[src/design/idmpu_map.svh]
// Register offsets, field positions, opcodes and timing counts of the unit.
`ifndef IDMPU_MAP_SVH
`define IDMPU_MAP_SVH
// Register indices; byte address is four times the index.
`define IDMPU_IDX_SEL      5'h00
`define IDMPU_IDX_RAND     5'h01
`define IDMPU_IDX_ELO0     5'h02
`define IDMPU_IDX_ELO1     5'h03
`define IDMPU_IDX_CTX      5'h04
`define IDMPU_IDX_PGSZ     5'h05
`define IDMPU_IDX_WIRED    5'h06
`define IDMPU_IDX_RSV7     5'h07
`define IDMPU_IDX_BADVA    5'h08
`define IDMPU_IDX_COUNT    5'h09
`define IDMPU_IDX_EHI      5'h0a
`define IDMPU_IDX_CMP      5'h0b
`define IDMPU_IDX_STATE    5'h0c
`define IDMPU_IDX_CAUSE    5'h0d
`define IDMPU_IDX_EPC      5'h0e
`define IDMPU_IDX_CPU_REVISION_IDENT     5'h0f
`define IDMPU_IDX_CFG      5'h10
`define IDMPU_IDX_LLA      5'h11
`define IDMPU_IDX_WLO      5'h12
`define IDMPU_IDX_WHI      5'h13
`define IDMPU_IDX_XCTX     5'h14
`define IDMPU_IDX_RSV21    5'h15
`define IDMPU_IDX_RSV25    5'h19
`define IDMPU_IDX_PAR      5'h1a
`define IDMPU_IDX_CERR     5'h1b
`define IDMPU_IDX_TLO      5'h1c
`define IDMPU_IDX_THI      5'h1d
`define IDMPU_IDX_ERPC     5'h1e
`define IDMPU_IDX_RSV31    5'h1f
// Upper-half window: on reads in wide mode, byte address bit 7 selects bits 63:32; otherwise the upper half reads as zero.
`define IDMPU_ADDR_HI_BIT  7
`define IDMPU_ADDR_IDX_LSB 2
`define IDMPU_ADDR_IDX_MSB 6
// Operating state fields: bit 0 wide mode, bits 2:1 privilege.
`define IDMPU_ST_WIDE      0
`define IDMPU_ST_PRIV_LSB  1
`define IDMPU_ST_PRIV_MSB  2
`define IDMPU_PRIV_KERNEL  2'h0
// Exception reason field holding the power state, bits 9:8.
`define IDMPU_CAUSE_PM_LSB 8
// Opcodes (primary 31:26, function 5:0).
`define IDMPU_OP_SPECIAL   6'h00
`define IDMPU_OP_LL        6'h30
`define IDMPU_OP_SC        6'h38
`define IDMPU_OP_COP0      6'h10
`define IDMPU_FN_SYNC      6'h0f
`define IDMPU_FN_WMAC      6'h28
`define IDMPU_FN_DMAC      6'h29
`define IDMPU_CO_FN_STBY   6'h21
`define IDMPU_CO_FN_SUSP   6'h22
`define IDMPU_CO_FN_HIB    6'h23
`define IDMPU_CO_BIT       25
`define IDMPU_RS_MF        5'h00
`define IDMPU_RS_MT        5'h04
// Timing.
`define IDMPU_TLB_ENTRIES  6'h20
`define IDMPU_TLB_TOP      5'h1f
`define IDMPU_PM_ENTER_CYC 3'h4
`define IDMPU_PM_WAKE_CYC  3'h4
`define IDMPU_PM_COLD_CYC  5'h10
`define IDMPU_RESET_RAND   5'h1f
// Reset operating state: wide mode, kernel privilege.
`define IDMPU_RESET_STATE  32'h0000_0001
// Revision code; the value is arbitrary.
`define IDMPU_REV_ID       32'h0000_0a5a
`endif

[src/design/idmpu_pkg.sv]
// Types shared by the decode and power-mode unit.
package idmpu_pkg;
  typedef enum logic [1:0] {
    IDMPU_PM_FULL,
    IDMPU_PM_STANDBY,
    IDMPU_PM_SUSPEND,
    IDMPU_PM_HIBERNATE
  } idmpu_pm_t;

  typedef enum logic [2:0] {
    IDMPU_EX_NONE,
    IDMPU_EX_NOP,
    IDMPU_EX_WMAC,
    IDMPU_EX_DMAC,
    IDMPU_EX_PM,
    IDMPU_EX_MFC,
    IDMPU_EX_MTC
  } idmpu_ex_t;
endpackage : idmpu_pkg

[src/design/idmpu_mac.sv]
// Sixteen-bit signed multiply-accumulate datapath on the accumulator pair.
`timescale 1ns/1ps
module idmpu_mac (
  // Operands and accumulator.
  input  wire logic [63:0] source_reg_a,
  input  wire logic [63:0] source_reg_b,
  input  wire logic [63:0] acc_upper_reg,
  input  wire logic [63:0] acc_lower_reg,
  input  wire logic        dword_form,
  // Results.
  output logic      [63:0] upper_nxt,
  output logic      [63:0] lower_nxt
);
  logic signed [31:0] prod;
  logic        [63:0] sum;

  always_comb begin
    // Only the low 16 bits matter; upper bits are sign extension.
    prod = $signed(source_reg_a[15:0]) * $signed(source_reg_b[15:0]);
    if (dword_form) begin
      sum = acc_upper_reg + {{32{prod[31]}}, prod};
      upper_nxt = acc_upper_reg;
      lower_nxt = sum;
    end else begin
      // Wraps silently; no overflow trap exists.
      sum = {acc_upper_reg[31:0], acc_lower_reg[31:0]} +
            {{32{prod[31]}}, prod};
      upper_nxt = {{32{sum[63]}}, sum[63:32]};
      lower_nxt = {{32{sum[31]}}, sum[31:0]};
    end
  end
endmodule : idmpu_mac

[src/design/idmpu_down.sv]
// Loadable down counter that reports when it reaches zero.
`timescale 1ns/1ps
module idmpu_down (
  // Clock and reset.
  input  wire logic       hclk,
  input  wire logic       hresetn,
  // Control.
  input  wire logic       load,
  input  wire logic [4:0] load_val,
  input  wire logic       run,
  // Status.
  output logic            zero
);
  typedef struct packed { logic [4:0] cnt; } idmpu_dn_t;
  idmpu_dn_t st_r, st_nxt;

  always_comb begin
    st_nxt = st_r;
    if (load) begin
      st_nxt.cnt = load_val;
    end else if (run && st_r.cnt != 5'h00) begin
      st_nxt.cnt = st_r.cnt - 5'h01;
    end
  end

  always_ff @(posedge hclk or negedge hresetn) begin
    if (!hresetn) begin
      st_r <= '0;
    end else begin
      st_r <= st_nxt;
    end
  end

  assign zero = (st_r.cnt == 5'h00);
endmodule : idmpu_down

[src/design/idmpu_unit.sv]
// Instruction decode, accumulate, power-mode and coprocessor register unit.
`timescale 1ns/1ps
`include "idmpu_map.svh"
module idmpu_unit (
  // Clock and reset.
  input  wire logic                hclk,
  input  wire logic                hresetn,
  // Register bus.
  input  wire logic                hsel,
  input  wire logic [31:0]         haddr,
  input  wire logic [1:0]          htrans,
  input  wire logic                hwrite,
  input  wire logic [2:0]          hsize,
  input  wire logic [31:0]         hwdata,
  input  wire logic                hready,
  output logic      [31:0]         hrdata,
  output logic                     hreadyout,
  output logic                     hresp,
  // Write-back stage instruction.
  input  wire logic                wb_valid,
  input  wire logic [31:0]         wb_instr,
  input  wire logic [63:0]         source_reg_a,
  input  wire logic [63:0]         source_reg_b,
  output logic                     wb_stall,
  output logic                     resv_instr_exc,
  output logic      [63:0]         mfc_data,
  output logic                     mfc_valid,
  // Accumulator pair.
  output logic      [63:0]         acc_upper_reg,
  output logic      [63:0]         acc_lower_reg,
  // Wake events and bus status.
  input  wire logic                bus_idle,
  input  wire logic                hw_irq,
  input  wire logic                nmi,
  input  wire logic                soft_reset,
  input  wire logic                cold_reset,
  input  wire logic                pll_locked,
  // Clock gating.
  output logic                     pipe_clk_hold,
  output logic                     tx_clk_hold,
  output logic                     master_clk_hold,
  output logic                     timer_clk_hold,
  output logic                     pll_off,
  output logic                     bus_if_halt,
  output idmpu_pkg::idmpu_pm_t     power_mode,
  output logic                     timer_irq
);
  import idmpu_pkg::*;

  // ----------------------------------------------------------------
  // State
  // ----------------------------------------------------------------
  typedef struct packed {
    idmpu_pm_t  pm;
    idmpu_pm_t  pend;
    logic       waiting;
    logic       cold_wait;
    logic [4:0] rand_ptr;
    logic [4:0] sel_ptr;
    logic [4:0] wired;
    logic [31:0] count;
    logic [31:0] cmp;
    logic [31:0] opstate;
    logic [63:0] exception_return_pc;
    logic [63:0] badva;
    logic [63:0] misc0;
    logic [63:0] misc1;
    logic [63:0] hi;
    logic [63:0] lo;
    logic        tirq;
    logic        exc;
    logic [63:0] mfc;
    logic        mfcv;
    logic        dph;
    logic        dwr;
    logic [5:0]  daddr;
    logic [31:0] rdata;
  } idmpu_st_t;

  idmpu_st_t st_r, st_nxt;

  logic [63:0] mac_hi, mac_lo;
  logic        cold_zero;
  logic        wide, kern, is_ll, is_sc, is_special, is_cop0;
  logic        is_wmac, is_dmac, is_sync, is_pm, is_mf, is_mt;
  idmpu_pm_t   pm_target;
  logic        wake;
  logic        setup;
  logic [4:0]  sel;
  logic [63:0] cop_rd, cop_bus;

  // ----------------------------------------------------------------
  // Decode
  // ----------------------------------------------------------------
  always_comb begin
    wide       = st_r.opstate[`IDMPU_ST_WIDE];
    kern       = st_r.opstate[`IDMPU_ST_PRIV_MSB:`IDMPU_ST_PRIV_LSB]
                 == `IDMPU_PRIV_KERNEL;
    is_ll      = wb_instr[31:26] == `IDMPU_OP_LL;
    is_sc      = wb_instr[31:26] == `IDMPU_OP_SC;
    is_special = wb_instr[31:26] == `IDMPU_OP_SPECIAL;
    is_cop0    = wb_instr[31:26] == `IDMPU_OP_COP0;
    is_sync    = is_special && wb_instr[5:0] == `IDMPU_FN_SYNC;
    is_wmac    = is_special && wb_instr[5:0] == `IDMPU_FN_WMAC;
    is_dmac    = is_special && wb_instr[5:0] == `IDMPU_FN_DMAC;
    is_pm      = is_cop0 && wb_instr[`IDMPU_CO_BIT] &&
                 (wb_instr[5:0] == `IDMPU_CO_FN_STBY ||
                  wb_instr[5:0] == `IDMPU_CO_FN_SUSP ||
                  wb_instr[5:0] == `IDMPU_CO_FN_HIB);
    is_mf      = is_cop0 && wb_instr[25:21] == `IDMPU_RS_MF;
    is_mt      = is_cop0 && wb_instr[25:21] == `IDMPU_RS_MT;
    sel        = wb_instr[15:11];
    unique case (wb_instr[5:0])
      `IDMPU_CO_FN_SUSP: pm_target = IDMPU_PM_SUSPEND;
      `IDMPU_CO_FN_HIB:  pm_target = IDMPU_PM_HIBERNATE;
      default:           pm_target = IDMPU_PM_STANDBY;
    endcase
  end

  idmpu_mac u_mac (
    .source_reg_a  (source_reg_a),
    .source_reg_b  (source_reg_b),
    .acc_upper_reg (st_r.hi),
    .acc_lower_reg (st_r.lo),
    .dword_form    (is_dmac),
    .upper_nxt     (mac_hi),
    .lower_nxt     (mac_lo)
  );

  // Counts the post-lock cycles of a cold wake.
  idmpu_down u_cold (
    .hclk     (hclk),
    .hresetn  (hresetn),
    .load     (cold_reset),
    .load_val (`IDMPU_PM_COLD_CYC),
    .run      (pll_locked),
    .zero     (cold_zero)
  );

  // ----------------------------------------------------------------
  // Coprocessor read mux
  // ----------------------------------------------------------------
  function automatic logic [63:0] cop_read(input idmpu_st_t s,
                                           input logic [4:0] idx);
    logic [63:0] v;
    v = 64'h0000_0000_0000_0000;
    unique case (idx)
      `IDMPU_IDX_SEL:   v = {59'h0, s.sel_ptr};
      `IDMPU_IDX_RAND:  v = {59'h0, s.rand_ptr};
      `IDMPU_IDX_WIRED: v = {59'h0, s.wired};
      `IDMPU_IDX_BADVA: v = s.badva;
      `IDMPU_IDX_COUNT: v = {32'h0, s.count};
      `IDMPU_IDX_CMP:   v = {32'h0, s.cmp};
      `IDMPU_IDX_STATE: v = {32'h0, s.opstate};
      `IDMPU_IDX_CAUSE: v = {54'h0, s.pm, 8'h00};
      `IDMPU_IDX_EPC:   v = s.exception_return_pc;
      `IDMPU_IDX_CPU_REVISION_IDENT:  v = {32'h0, `IDMPU_REV_ID};
      `IDMPU_IDX_ELO0:  v = s.misc0;
      `IDMPU_IDX_ELO1:  v = s.misc1;
      // Reserved and unmodelled numbers read as zero.
      default:          v = 64'h0000_0000_0000_0000;
    endcase
    return v;
  endfunction : cop_read

  // ----------------------------------------------------------------
  // Next state
  // ----------------------------------------------------------------
  always_comb begin
    st_nxt  = st_r;
    wake    = hw_irq || st_r.tirq || nmi || soft_reset;
    setup   = hsel && hready && htrans[1];
    cop_rd  = cop_read(st_r, sel);
    st_nxt.exc  = 1'b0;
    st_nxt.mfcv = 1'b0;
    // Free-running timer and comparison interrupt.
    st_nxt.count = st_r.count + 32'h0000_0001;
    // Random pointer counts down through the unwired entries.
    if (st_r.rand_ptr <= st_r.wired) begin
      st_nxt.rand_ptr = `IDMPU_TLB_TOP;
    end else begin
      st_nxt.rand_ptr = st_r.rand_ptr - 5'h01;
    end
    // Write-back execution.
    if (wb_valid && !st_r.waiting && st_r.pm == IDMPU_PM_FULL) begin
      if (is_ll || is_sc) begin
        st_nxt.exc = 1'b1;
      end else if (is_dmac && !wide && !kern) begin
        st_nxt.exc = 1'b1;
      end else if (is_wmac || is_dmac) begin
        st_nxt.hi = mac_hi;
        st_nxt.lo = mac_lo;
      end else if (is_pm) begin
        st_nxt.waiting = 1'b1;
        st_nxt.pend    = pm_target;
      end else if (is_mf) begin
        st_nxt.mfcv = 1'b1;
        st_nxt.mfc  = wide ? cop_rd : {32'h0, cop_rd[31:0]};
      end else if (is_mt) begin
        unique case (sel)
          `IDMPU_IDX_SEL:   st_nxt.sel_ptr = source_reg_b[4:0];
          `IDMPU_IDX_WIRED: st_nxt.wired = source_reg_b[4:0];
          `IDMPU_IDX_COUNT: st_nxt.count = source_reg_b[31:0];
          `IDMPU_IDX_CMP: begin
            st_nxt.cmp  = source_reg_b[31:0];
            st_nxt.tirq = 1'b0;
          end
          `IDMPU_IDX_STATE: st_nxt.opstate = source_reg_b[31:0];
          `IDMPU_IDX_EPC:
            st_nxt.exception_return_pc = wide ? source_reg_b
                              : {32'h0, source_reg_b[31:0]};
          `IDMPU_IDX_ELO0:
            st_nxt.misc0 = wide ? source_reg_b
                                : {32'h0, source_reg_b[31:0]};
          `IDMPU_IDX_ELO1:
            st_nxt.misc1 = wide ? source_reg_b
                                : {32'h0, source_reg_b[31:0]};
          // Random pointer and reserved numbers ignore writes.
          default: st_nxt.sel_ptr = st_r.sel_ptr;
        endcase
      end
      // Barrier and all other opcodes retire with no effect here.
    end
    // A compare match wins over a clear in the same cycle.
    if (st_r.count == st_r.cmp) begin
      st_nxt.tirq = 1'b1;
    end
    // Power-mode entry after the bus drains.
    if (st_r.waiting && bus_idle) begin
      st_nxt.waiting = 1'b0;
      st_nxt.pm      = st_r.pend;
    end
    // Wake back to full speed only.
    if ((st_r.pm == IDMPU_PM_STANDBY || st_r.pm == IDMPU_PM_SUSPEND)
        && wake) begin
      st_nxt.pm = IDMPU_PM_FULL;
    end
    if (cold_reset) begin
      st_nxt.cold_wait = 1'b1;
      st_nxt.waiting   = 1'b0;
    end else if (st_r.cold_wait && cold_zero && pll_locked) begin
      st_nxt.cold_wait = 1'b0;
      st_nxt.pm        = IDMPU_PM_FULL;
    end
    // Bus slave: address phase captures, data phase answers.
    st_nxt.dph = setup;
    if (setup) begin
      st_nxt.dwr   = hwrite;
      st_nxt.daddr = {haddr[`IDMPU_ADDR_HI_BIT],
                      haddr[`IDMPU_ADDR_IDX_MSB:`IDMPU_ADDR_IDX_LSB]};
    end
    if (st_r.dph && st_r.dwr) begin
      unique case (st_r.daddr[4:0])
        `IDMPU_IDX_CMP:   st_nxt.cmp = hwdata;
        `IDMPU_IDX_STATE: st_nxt.opstate = hwdata;
        `IDMPU_IDX_WIRED: st_nxt.wired = hwdata[4:0];
        `IDMPU_IDX_SEL:   st_nxt.sel_ptr = hwdata[4:0];
        default:          st_nxt.opstate = st_nxt.opstate;
      endcase
    end
    cop_bus = cop_read(st_r, haddr[`IDMPU_ADDR_IDX_MSB:`IDMPU_ADDR_IDX_LSB]);
    if (setup && !hwrite) begin
      st_nxt.rdata = !haddr[`IDMPU_ADDR_HI_BIT] ? cop_bus[31:0]
                   : wide ? cop_bus[63:32] : 32'h0000_0000;
    end
  end

  // ----------------------------------------------------------------
  // Registers
  // ----------------------------------------------------------------
  always_ff @(posedge hclk or negedge hresetn) begin
    if (!hresetn) begin
      st_r          <= '0;
      st_r.rand_ptr <= `IDMPU_RESET_RAND;
      st_r.opstate  <= `IDMPU_RESET_STATE;
    end else begin
      st_r <= st_nxt;
    end
  end

  // ----------------------------------------------------------------
  // Outputs
  // ----------------------------------------------------------------
  assign hrdata          = st_r.rdata;
  assign hreadyout       = 1'b1;
  assign hresp           = 1'b0;
  assign wb_stall        = st_r.waiting || st_r.pm != IDMPU_PM_FULL;
  assign resv_instr_exc  = st_r.exc;
  assign mfc_data        = st_r.mfc;
  assign mfc_valid       = st_r.mfcv;
  assign acc_upper_reg   = st_r.hi;
  assign acc_lower_reg   = st_r.lo;
  assign power_mode      = st_r.pm;
  assign timer_irq       = st_r.tirq;
  assign pipe_clk_hold   = st_r.pm != IDMPU_PM_FULL;
  assign tx_clk_hold     = st_r.pm == IDMPU_PM_SUSPEND ||
                           st_r.pm == IDMPU_PM_HIBERNATE;
  assign bus_if_halt     = tx_clk_hold;
  assign master_clk_hold = st_r.pm == IDMPU_PM_HIBERNATE;
  assign timer_clk_hold  = st_r.pm == IDMPU_PM_HIBERNATE;
  assign pll_off         = st_r.pm == IDMPU_PM_HIBERNATE;
endmodule : idmpu_unit

[config.mk]
export PLATFORM = sky130hd
export DESIGN_NAME = idmpu_unit
export DESIGN_NICKNAME = d
export VERILOG_FILES = /design/src/design/idmpu_pkg.sv /design/src/design/idmpu_mac.sv /design/src/design/idmpu_down.sv /design/src/design/idmpu_unit.sv
export VERILOG_INCLUDE_DIRS = /design/src /design/src/design
export SDC_FILE = /design/constraint.sdc
export NUM_CORES = 2
export LEC_CHECK = 0
export ABC_AREA = 1
export BUFFER_PORTS_ARGS = -buffer_cell sky130_fd_sc_hd__buf_2
export CAP_MARGIN = 15
export CORE_MARGIN = 2
export CORE_UTILIZATION = 56
export DETAILED_ROUTE_END_ITERATION = 16
export PLACE_DENSITY = 0.76
export SLEW_MARGIN = 5
export SYNTH_ARGS = -nofsm -noshare
export SYNTH_HDL_FRONTEND = slang
export SYNTH_SLANG_ARGS = --single-unit
[constraint.sdc]
create_clock -name hclk -period 5.3 [get_ports hclk]
set_input_delay 0.53 -clock hclk [delete_from_list [all_inputs] [get_ports hclk]]
set_output_delay 0.53 -clock hclk [all_outputs]
set_load 0.03 [all_outputs]
==> flow_metrics.tcl <==
set metrics [dict create \
    status "finished with violations" \
    failed_checks "setup timing" \
    cts_tree "done" \
    finalNetCount 7983 \
    routed_via_density 5.82 \
    cts-root-buf "clkbuf_16" \
    dieArea_um2 85100 \
    port_buffers 388 \
    grt_util_all_layers 0.410 \
    clock-sinks 485 \
    start_kind "primary input" \
    synth_top_cells_by_area "dfrtp_1 (26%), nand2_1 (17%), fa_1 (11%), inv_1 (9.4%), ha_1 (5.1%)" \
    register_area_um2 12100 \
    postPlaceCellArea_um2 52000 \
    hold_class "primary input to register" \
    rows 105 \
    cp_max_fo 8 \
    top_level_ports 479 \
    totalWireLength_mm 183 \
    path_class "primary input to register" \
    layout_commonest_cell "nand2_1" \
    end_kind "register" \
    core_region_area_um2 82000 \
    num_vias 49000 \
    grt_pass1_wl_mm 271 \
    setup_viol 56 \
    worst_slack_ns -1.42 \
    max_stage_delay_ns 0.62 \
    drive_gt1_frac 0.293 \
    largest_reg_flops 314 \
    h-tree-depth 2 \
    grt_max_degree 144 \
    clkTransAtPathRegs_ns 0.07 \
    layout_common_cells "nand2_1 (1710), inv_1 (1040), buf_4 (480)" \
    synth-edff-count 0 \
    synth.ff_latch_count 485 \
    cts_made_buffers 56 \
    ys_warn_count 0 \
    yosysTopAreaCell "dfrtp_1" \
    die_x_um 292 \
    die_y_um 292 \
    rsz0062_at_grt "yes" \
    fin_area_um2 59700 \
    drt_iter0_markers 5359 \
    drt.antenna.violating_nets 0 \
    clk_latency_ns 0.66 \
    finalClockSkew_ns 0.0273 \
    reg2reg_slack_ns 1.49 \
    gp_congestion 1.02 \
    cts_buffer_depth 3 \
    required_ns 5.84 \
    fin_crit_sh 1.27 \
    drtPass1Iterations 7 \
    detail_route.wl_per_cell_um 21.7 \
    grt_overflow 0 \
    netlist.area_leader.share 0.259 \
    dp_hpwl_mm 131 \
    synthFlopType "dfrtp_1" \
    maxSlewViolCount 0 \
    tightest_slew_ns 1.08 \
    fill_cells 6424 \
    cp_data_arrival_time_ns 7.26 \
    antenna_found_initial 11 \
    syn-cell-area_um2 46300 \
    syn_inst 6749 \
    drc 0 \
    synth-seq-area-share 0.262 \
    multi_input_area_um2 32400 \
    syn_nets 7443 \
    syn2layout_area_growth_pct 28.8 \
    initial_core_util 0.565 \
    max_freq_mhz 149 \
    slowest_stage "fa_2" \
    fin_crit_ns 6.72 \
    ys_async_sr_fraction 1.00 \
    synth.distinct_cells 57 \
    hold_viol_final 0 \
    avgSynthCellArea_um2 6.86 \
    slew_headroom 0.278 \
    grt_pass1_vias 47000 \
    cap_violations 0 \
]
## metal layers
layer / vias up / track usage / part of all wire
li1: 22200 / - / -
met1: 23200 / 0.510 / 0.37
met2: 2811 / 0.658 / 0.46
met3: 772 / 0.0756 / 0.097
met4: 10 / 0.262 / 0.082
met5: - / 0 / 0.00034
## cell usage after synthesis (23+ instances only)
cell type     n
nor2_1      287
dfrtp_1     479
o21ai_0     418
nand4_1      56
fa_1        264
a221oi_1     47
a21oi_1     224
buf_4       244
o2111ai_1    23
nand2_1    2092
xor2_1       48
xnor2_1      34
ha_1        189
o31ai_1      33
o211ai_1     74
nor3_1       62
buf_2        63
inv_1      1159
o21ai_1     230
o22ai_1      91
nand3_1     262
clkbuf_1    168
## stage by stage
| stage | cells | setup TNS [ns] | setup slack, ns | utilization | hold slack (ns) |
|---|---|---|---|---|---|
| CTS | 8356 | -54.09 | -1.15 | 0.691 | 0.0643 |
| detailed placement | 8204 | -118.10 | -2.29 | 0.634 | 0.441 |
| global placement | 8204 | -114.07 | -2.21 | 0.634 | 0.436 |
| finish | 8415 | -65.90 | -1.42 | 0.728 | 0.0919 |
| global route | 8408 | -75.20 | -1.56 | 0.728 | 0.0940 |
| floorplan | 6749 | -62.42 | -1.46 | - | 0.234 |
## timing repair
action                     CTS  global route
setup buffers               46            59
gates cloned                 2             0
hold buffers                 1             0
hold endpoints to repair    74             0
setup endpoints to repair   58            58
pin swaps                  165           354
gates resized for setup    508           699
## path summary, 6_finish.rpt
path / to / startpoint / cells after the start
worst max-delay path: acc_upper_reg[30] / source_reg_a[15] / 34
worst min-delay path: st_r[502] / hwdata[11] / 3
worst max register to register: st_r[573] / power_mode[0] / 11
worst min register to register: st_r[597] / st_r[597] / 1
max in group asynchronous: mfc_data[44] / hresetn / 3
min in group asynchronous: mfc_data[15] / hresetn / 2
## final cells by class
cell class                      count  area share
Clock buffer                       78      0.0274
Timing Repair Buffer              982       0.122
Inverter                         1181      0.0748
Clock inverter                     26     0.00604
Sequential cell                   485       0.204
Antenna cell                       10    0.000419
Tap cell                         1070      0.0224
Multi-Input combinational cell   4583       0.543
## critical path: cells and delay by family
family	cells	cell delay [ns]
buffers and inverters	9	0.94
and+or+nand+nor	13	1.44
AOI/OAI and AO/OA	4	0.67
adders and majority gates	8	3.67
## kinds of logic after synthesis
family / synth area share
AOI/OAI and AO/OA: 0.145
xor gates and xnor gates: 0.0155
adders and majority gates: 0.165
buffers and inverters: 0.160
DFF: 0.262
muxes: 0.000432
other: 0.000162
and+or+nand+nor: 0.252
Power is left out: the tool's default activity adds up to more than one toggle a clock period on the data nets, which glitch-free logic cannot reach.
